===== config.mk =====
export PLATFORM = sky130hd
export DESIGN_NAME = htc_core
export DESIGN_NICKNAME = d
export VERILOG_FILES = /design/src/rtl/htc_pkg.sv /design/src/rtl/htc_tap_if.sv /design/src/rtl/htc_tap_stage.sv /design/src/rtl/htc_core.sv
export SDC_FILE = /design/constraint.sdc
export NUM_CORES = 1
export LEC_CHECK = 0
export BUFFER_PORTS_ARGS = -buffer_cell sky130_fd_sc_hd__buf_2
export CORE_ASPECT_RATIO = 1.4
export CORE_MARGIN = 2
export CORE_UTILIZATION = 55
export CTS_CLUSTER_DIAMETER = 80
export CTS_CLUSTER_SIZE = 14
export DETAILED_ROUTE_END_ITERATION = 10
export PLACE_DENSITY = 0.72
export SLEW_MARGIN = 5
export SYNTH_ARGS = -nofsm -noshare
export SYNTH_HDL_FRONTEND = slang
export SYNTH_HIERARCHICAL = 1
export SYNTH_SLANG_ARGS = --single-unit

===== constraint.sdc =====
create_clock -name clk -period 7.16 [get_ports clk]
set_input_delay 1.432 -clock clk [delete_from_list [all_inputs] [get_ports clk]]
set_output_delay 1.432 -clock clk [all_outputs]
set_load 0.02 [all_outputs]

===== src/rtl/htc_pkg.sv =====
// Purpose: Shared constants for the upper hybrid echo tap coefficient store.
// Assumes: Registers are addressed by their 8-bit register number.
// Notes:   Coefficients and samples are signed two's complement values.
package htc_pkg;

  // Register numbers of the three upper tap coefficients.
  localparam logic [7:0] HTC_TAP6_ADDR  = 8'h32;
  localparam logic [7:0] HTC_TAP7_ADDR  = 8'h33;
  localparam logic [7:0] HTC_TAP8_ADDR  = 8'h34;

  // Reserved register range that follows the taps.
  localparam logic [7:0] HTC_RSVD_LO    = 8'h35;
  localparam logic [7:0] HTC_RSVD_HI    = 8'h3a;

  // Widths of the datapath.
  localparam int         HTC_COEFF_W    = 8;
  localparam int         HTC_SAMPLE_W   = 16;
  localparam int         HTC_PROD_W     = HTC_COEFF_W + HTC_SAMPLE_W;
  localparam int         HTC_SUM_W      = HTC_PROD_W + 2;

  // Tap structure: three taps held here, the first being tap six.
  localparam int         HTC_NUM_TAPS   = 3;
  localparam int         HTC_FIRST_TAP  = 6;
  localparam int         HTC_HIST_DEPTH = 8;

  // Value of every coefficient after reset.
  localparam logic [7:0] HTC_COEFF_RST  = 8'h00;

  // Cycles from the loading of history and applied taps to the partial sum.
  localparam int         HTC_SUM_LAT    = 2;

endpackage


===== src/rtl/htc_tap_if.sv =====
// Purpose: Carries one tap's sample, coefficient and product between modules.
// Assumes: The top drives sample and coefficient, the stage returns the product.
// Notes:   One instance per tap.
`timescale 1ns/1ps

interface htc_tap_if;
  import htc_pkg::*;

  logic signed [HTC_SAMPLE_W-1:0] sample;
  logic signed [HTC_COEFF_W-1:0]  coeff;
  logic signed [HTC_PROD_W-1:0]   product;

  // Top side feeds the stage.
  modport top   (output sample, output coeff, input product);
  // Stage side computes the tap product.
  modport stage (input sample, input coeff, output product);
endinterface


===== src/rtl/htc_tap_stage.sv =====
// Purpose: One filter stage: registered product of sample and coefficient.
// Assumes: Synchronous active-low reset on the shared clock.
// Notes:   A zero coefficient yields a zero product on the next edge.
`timescale 1ns/1ps

module htc_tap_stage
  import htc_pkg::*;
(
  input  wire logic clk,
  input  wire logic rstn,
  htc_tap_if.stage  tap
);

  logic signed [HTC_PROD_W-1:0] next_product;

  // Multiply the delayed sample by the applied coefficient.
  always_comb
  begin
    next_product = tap.sample * tap.coeff;
  end

  // Register the product so the summer sees a clean value.
  always_ff @(posedge clk)
  begin
    if (!rstn)
      tap.product <= '0;
    else
      tap.product <= next_product;
  end
endmodule


===== src/rtl/htc_core.sv =====
// Purpose: Coefficient store and partial sum for taps six to eight of the hybrid.
// Assumes: Register writes and reads arrive as one-cycle strobes on the clock.
// Notes:   Written values are applied only at the next sample strobe.
`timescale 1ns/1ps

// Functional notes
// - Register 50 holds tap six coefficient.
// - Register 51 holds tap seven coefficient.
// - Register 52 holds tap eight coefficient.
// - Zero coefficient makes its stage contribute nothing.
// - Taps seven and eight reset to zero.
module htc_core
  import htc_pkg::*;
(
  input  wire logic                                clk,
  input  wire logic                                rstn,
  input  wire logic                                reg_wr,
  input  wire logic                                reg_rd,
  input  wire logic [7:0]                          reg_addr,
  input  wire logic [HTC_COEFF_W-1:0]              reg_wdata,
  output logic      [HTC_COEFF_W-1:0]              reg_rdata,
  input  wire logic                                sample_strobe,
  input  wire logic signed [HTC_SAMPLE_W-1:0]      sample_in,
  output logic      [HTC_COEFF_W-1:0]              tap_six_coefficient,
  output logic      [HTC_COEFF_W-1:0]              tap_seven_coefficient,
  output logic      [HTC_COEFF_W-1:0]              tap_eight_coefficient,
  output logic signed [htc_pkg::HTC_SUM_W-1:0]     hybrid_sum,
  output logic                                     sum_valid
);
  import htc_pkg::*;

  // Register-number decode: hit flag and tap index.
  function automatic logic [2:0] tap_decode(input logic [7:0] addr);
    logic [2:0] res;
    res = 3'h0;
    case (addr)
      HTC_TAP6_ADDR: res = 3'h4;
      HTC_TAP7_ADDR: res = 3'h5;
      HTC_TAP8_ADDR: res = 3'h6;
      default:       res = 3'h0;
    endcase
    return res;
  endfunction

  logic [HTC_COEFF_W-1:0]         coeff_reg  [HTC_NUM_TAPS];
  logic [HTC_COEFF_W-1:0]         next_coeff [HTC_NUM_TAPS];
  logic [HTC_COEFF_W-1:0]         act_coeff  [HTC_NUM_TAPS];
  logic [HTC_COEFF_W-1:0]         next_act   [HTC_NUM_TAPS];
  logic signed [HTC_SAMPLE_W-1:0] hist       [HTC_HIST_DEPTH];
  logic signed [HTC_SAMPLE_W-1:0] next_hist  [HTC_HIST_DEPTH];
  logic [HTC_COEFF_W-1:0]         next_rdata;
  logic signed [HTC_SUM_W-1:0]    next_sum;
  logic                           hist_valid;
  logic                           prod_valid;
  logic [2:0]                     wr_dec;
  logic [2:0]                     rd_dec;

  htc_tap_if tap_bus [HTC_NUM_TAPS] ();

  assign wr_dec = tap_decode(reg_addr);
  assign rd_dec = wr_dec;

  // Host-side coefficient registers; writes to the reserved range fall through.
  always_comb
  begin
    for (int i = 0; i < HTC_NUM_TAPS; i++)
    begin
      next_coeff[i] = coeff_reg[i];
      if (reg_wr && wr_dec[2] && (wr_dec[1:0] == 2'(i)))
        next_coeff[i] = reg_wdata;
    end
  end

  // Applied coefficients load whole on the sample strobe only.
  always_comb
  begin
    for (int i = 0; i < HTC_NUM_TAPS; i++)
    begin
      next_act[i] = act_coeff[i];
      if (sample_strobe)
        next_act[i] = next_coeff[i];
    end
  end

  // Sample history shifts once per strobe.
  always_comb
  begin
    for (int i = 0; i < HTC_HIST_DEPTH; i++)
      next_hist[i] = hist[i];
    if (sample_strobe)
    begin
      next_hist[0] = sample_in;
      for (int i = 1; i < HTC_HIST_DEPTH; i++)
        next_hist[i] = hist[i-1];
    end
  end

  // Read data: mapped coefficient, zero for reserved or unmapped numbers.
  always_comb
  begin
    next_rdata = reg_rdata;
    if (reg_rd)
      next_rdata = rd_dec[2] ? coeff_reg[rd_dec[1:0]] : '0;
  end

  // Partial sum of the three tap products.
  always_comb
  begin
    next_sum = HTC_SUM_W'(tap_bus[0].product)
             + HTC_SUM_W'(tap_bus[1].product)
             + HTC_SUM_W'(tap_bus[2].product);
  end

  // Register every group of state.
  always_ff @(posedge clk)
  begin
    if (!rstn)
    begin
      for (int i = 0; i < HTC_NUM_TAPS; i++)
      begin
        coeff_reg[i] <= HTC_COEFF_RST;
        act_coeff[i] <= HTC_COEFF_RST;
      end
      for (int i = 0; i < HTC_HIST_DEPTH; i++)
        hist[i] <= '0;
      reg_rdata  <= '0;
      hist_valid <= 1'b0;
      prod_valid <= 1'b0;
      sum_valid  <= 1'b0;
      hybrid_sum <= '0;
    end
    else
    begin
      coeff_reg  <= next_coeff;
      act_coeff  <= next_act;
      hist       <= next_hist;
      reg_rdata  <= next_rdata;
      hist_valid <= sample_strobe; // History and applied taps are loaded.
      prod_valid <= hist_valid;    // Tap products are registered.
      sum_valid  <= prod_valid;    // Marks the cycle in which the new sum stands.
      hybrid_sum <= next_sum;
    end
  end

  assign tap_six_coefficient   = act_coeff[0];
  assign tap_seven_coefficient = act_coeff[1];
  assign tap_eight_coefficient = act_coeff[2];

  // One stage per tap; tap k uses the sample delayed by k-1 strobes.
  generate
    for (genvar g = 0; g < HTC_NUM_TAPS; g++)
    begin : g_tap
      assign tap_bus[g].sample = hist[HTC_FIRST_TAP - 1 + g];
      assign tap_bus[g].coeff  = act_coeff[g];
      htc_tap_stage u_stage (
        .clk  (clk),
        .rstn (rstn),
        .tap  (tap_bus[g])
      );
    end
  endgenerate
endmodule


### Yosys cells after proc, flatten, opt, wreduce, memory -nomap -nowiden

Index checks and enable logic that the tools add are counted.

| cells by class | value |
|---|---|
| add/subtract/negate cells | 2 |
| $mul | 3 |
| order comparisons | 1 |
| equality and inequality tests | 5 |
| muxes and demuxes | 8 |
| bitwise gates (word level) | 1 |
| reductions and logical operators | 5 |

Operators with widths:

| cell | count |
|---|---|
| 16-bit by 8-bit multiplier with 24-bit output | 3 |
| 8-bit 2-to-1 mux | 6 |
| 25-bit by 24-bit adder with 26-bit output | 1 |
| 24-bit by 24-bit adder with 25-bit output | 1 |
| 8-bit by 6-bit equality test with 1-bit output (second input constant) | 3 |
| 8-bit binary-select mux with 2-bit select | 1 |
| 3-bit case mux with 3 select lines | 1 |
| 1-bit logical AND | 4 |
| 3-bit greater-or-equal comparator (second input constant) | 1 |
| 2-bit inverter with 3-bit output | 1 |
| 2-bit by 1-bit equality test with 1-bit output (second input constant) | 1 |
| 2-bit equality test (second input constant) | 1 |
| 2-bit logical NOT | 1 |

| word-level totals | value |
|---|---|
| flip-flop bits (word level) | 285 |
| input port bits | 37 |
| output and inout port bits | 59 |
| logic and storage cells | 47 |

### Logic depth before layout (Yosys ltp)

| depth | value |
|---|---|
| depth after elaboration | 7 |
| gate-level depth with buffers | 19 |
| mapped depth without buffers | 18 |

### Hierarchy

Netlist, hierarchy kept.

Modules (own cells, without submodules):

| module | instances | cells an instance | area an instance (um2) | sequential area each (um2) |
|---|---|---|---|---|
| htc_core | 1 | 903 | 9153.8 | 4264.1 |
| htc_tap_stage (g_tap[1].u_stage) | 1 | 592 | 5243.8 | 480.5 |
| htc_tap_stage (g_tap[2].u_stage) | 1 | 588 | 5233.8 | 480.5 |
| htc_tap_stage (g_tap[0].u_stage) | 1 | 579 | 5232.5 | 480.5 |

### Worst setup path after synthesis

No wires, ideal clock.

| path | value |
|---|---|
| path type | flip-flop to flip-flop |
| from | register act_coeff, in the netlist tap_six_coefficient[2] |
| to | register g_tap[0].u_stage.tap.product[22] |
| setup time | 120 ps |
| data arrival time | 4552 ps |
| data required time | 7040 ps |
| setup slack | 2489 ps |
| cell stages (with the launch flop) | 16 |
| path buffers | 1 |
| clock period less this slack | 4671 ps |
| path through | dfxtp_1 -> clkbuf_1 -> nand2_1 -> fa_1 -> inv_1 -> fa_1 -> fa_1 -> inv_1 -> fa_1 -> inv_1 -> ha_1 -> a21o_1 -> a21o_1 -> a21oi_1 -> o21ai_0 -> a211o_1 |

| between the ends | value |
|---|---|
| word-level cells in the longest chain between the ends | 1 |

Ends and longest elaborated chain:

| what | line | source |
|---|---|---|
| from (decl) | htc_core.sv:47 | `logic [HTC_COEFF_W-1:0] act_coeff [HTC_NUM_TAPS];` |
| from (signal assigned) | htc_core.sv:135 | `act_coeff <= next_act;` |
| 16-bit by 8-bit multiplier with 24-bit output | htc_tap_stage.sv:19 | `next_product = tap.sample * tap.coeff;` |
| to (signal assigned) | htc_tap_stage.sv:28 | `tap.product <= next_product;` |
| to (decl) | htc_tap_if.sv:16 | `modport stage (input sample, input coeff, output product);` |

No other way between the ends.
A chain may end at the register's enable or synchronous reset.

### Worst setup path after layout

| path | value |
|---|---|
| from | register act_coeff, in the netlist tap_seven_coefficient[3] |
| to | register g_tap[1].u_stage.tap.product[11] |

| between the ends | value |
|---|---|
| word-level cells in the longest chain between the ends | 1 |

Ends and longest elaborated chain:

| what | line |
|---|---|
| 16-bit by 8-bit multiplier with 24-bit output | htc_tap_stage.sv:19 |
| to (signal assigned) | htc_tap_stage.sv:28 |
| to (decl) | htc_tap_if.sv:16 |

No other way between the ends.

==> results.toml <==
[setup_path]
required_ns = 7.55
critPathKind = "register to register"
path_max_fanout = 18
cp.arrival_ns = 5.47
end_kind = "register"
startpoint_type = "register"

[synthesis]
synth_cells = 2662
yosysSeqAreaShare_pct = 22.9
synth_cell_types = 81
avgSynthCellArea_sq_um = 9.34
synth_area_sq_um = 24900
synth_fp_nets = 3192
ys_seq_elements = 285
synth_flop_cell = "dfxtp_1"
async_reset_ff_share_pct = 0
synth_warnings = 6
synth_edf_count = 0

[global_routing]
grt_use_total_pct = 26.5
antenna_found_initial = 0
grt_pass1_vias = 18829
grt_remaining_overflow = 0
grt_max_degree = 124
grt_pass1_wl_microns = 98400

[timing]
slew_viol_final = 0
worstMarginPinSlew_ns = 1.27
final.period_utilization_pct = 70.9
hold_viol_final = 0
fin_setup_tns_ns = 0
max_slew_margin_pct = 14.6
rsz0062_at_grt = "no"
setup_violations = 0
max_freq_ghz = 0.197
fin_ws_ns = 2.09
skew_ns = 0.0212
min_period_ns = 5.07

[clocking]
postCtsSetupRepairBufs = 0
clockBufferDepth = 3
clockRootBuffer = "clkbuf_16"
cts-resized-gates = 0
cts_tree = "done"
htree_levels = 1
cts_buffers = 24
clk_latency_ns = 0.56
clkTransAtPathRegs_ns = 0.08
cts.sinks = 285
cts_hold_buf = 0

[route]
avgRoutedWirePerCell_microns = 18.8
avgViaCountPerCell = 5.55
drtPass1Iterations = 6
drc = 0
antenna_left = 0
dr.first_iter.drc_count = 1118
num_vias = 18143
drt-total-wl_microns = 61300

[place]
gp_congestion = 0.946
port_buffers = 95
dpl_worst_slack_ns = 2.17
dp_hpwl_microns = 48600

[pwr]
p_leak_nw = 13.4
seq_power_share_pct = 51.4
swShare_pct = 26.3
power-per-cell-area_nw_per_um2 = 123
power_switching_mw = 0.857
vdd_drop_max_mv = 0.160
pwr-share-comb_pct = 10.9
clock_power_share_pct = 37.7
internal-power_mw = 2.40

[cells_and_area]
area_delta_synth_final_pct = 6.24
drive_above_1_share_pct = 6.06
final_util_pct = 59.0
diodes = 0
nets = 3233
regMostFlops = "hist"
fillers = 3949
largest_register_ffs = 80

[job]
maxCapViolations = 0

[floorplan]
initial_core_util_pct = 55.5
core_sq_um = 44800
rows = 92
die_h_microns = 256
die_area_sq_um = 46900
io_pins = 96
die_w_microns = 184

[hold_path]
worstHoldPathType = "register to register"

[outcome]
status = "finished, final reports clean"
## path summary, 6_finish.rpt
check,start,end,slack (ns),cells after the start
min reg2reg,prod_valid,sum_valid,0.43,1
min,prod_valid,sum_valid,0.43,1
max reg2reg,tap_seven_coefficient[3],g_tap[1].u_stage/tap.product[11],2.09,15
max,tap_seven_coefficient[3],g_tap[1].u_stage/tap.product[11],2.09,15
## cells by family after synthesis
family / after synthesis / share of synthesized area [%]
compound gates: 268 / 7.43
xor+xnor: 62 / 2.18
fa+ha+maj: 493 / 34.9
buf+inv: 515 / 7.90
flops: 285 / 22.9
mux: 174 / 7.00
simple gates: 865 / 17.6
## metrics by stage
step / power, mW / cell area (sq um) / hold WS [ns] / cells
detailed placement: 2.06 / 25700 / 0.426 / 3241
floorplan: 1.95 / 24900 / 0.412 / 2662
global placement: 2.06 / 25700 / 0.415 / 3241
global route: 3.38 / 26400 / 0.468 / 3269
finish: 3.26 / 26400 / 0.434 / 3269
CTS: 3.29 / 26400 / 0.443 / 3269
## power by group through the flow
stage | registers, mW | logic (mW) | clock network (mW)
2_1_floorplan | 1.70 | 0.250 | 0
3_3_place_gp | 1.71 | 0.348 | 0
3_5_place_dp | 1.71 | 0.356 | 0
4_1_cts | 1.67 | 0.358 | 1.26
5_1_grt | 1.68 | 0.395 | 1.31
6_report | 1.67 | 0.356 | 1.23
## cells in the final DEF, fill, tap and decap left out, types with 10 or more instances in the layout
master     count
a211oi_1      28
nor3_1        12
nand2_1      146
ha_1         159
mux2i_1      174
nor2_1       284
o21ai_0       25
nand3_1       23
inv_1        428
nand2b_1      34
a31oi_1       16
xnor2_1       35
buf_2         94
dfxtp_1      285
and2_1       289
fa_1         334
a21oi_1       69
nor2b_1       10
clkbuf_16     24
xor2_1        27
and3_1        15
a21o_1        30
## layout make-up
class | count | area (sq um) | area share [%]
timing repair buffer | 101 | 529 | 2.00
inverter | 429 | 1620 | 6.12
clock inverter | 3 | 51.3 | 0.194
tap | 564 | 706 | 2.67
multi-input combinational | 1862 | 17200 | 65.1
clock buffer | 25 | 614 | 2.33
sequential | 285 | 5710 | 21.6
## cells in the mapped netlist (28+ instances only)
library cell,n,area (sq um)
inv_1,428,1610
fa_1,334,6690
and2_1,289,1810
dfxtp_1,285,5710
nor2_1,284,1070
mux2i_1,174,1740
ha_1,159,1990
nand2_1,146,548
a21oi_1,69,345
clkbuf_1,59,221
xnor2_1,35,307
nand2b_1,34,213
a21o_1,30,225
a211oi_1,28,210
## critical path: stages (launching register included)
cell	delay, ns
dfxtp_1	0.76
nand2_1	0.18
fa_1	0.53
fa_1	0.54
inv_1	0.05
fa_1	0.48
inv_1	0.05
fa_1	0.47
inv_1	0.04
ha_1	0.35
a21oi_2	0.16
nor2b_1	0.05
a311o_1	0.39
a21o_1	0.21
a21oi_1	0.19
mux2i_1	0.45
## per-layer routing
metal | GRT usage [%] | part of all wire [%] | routed length, microns
met5 | 0 | 0 | 0
met4 | 12.4 | 5.2 | 3210
met3 | 2.12 | 3.9 | 2410
met2 | 47.4 | 52 | 31900
met1 | 32.2 | 39 | 23800
Power figures use the tool's default switching activity.
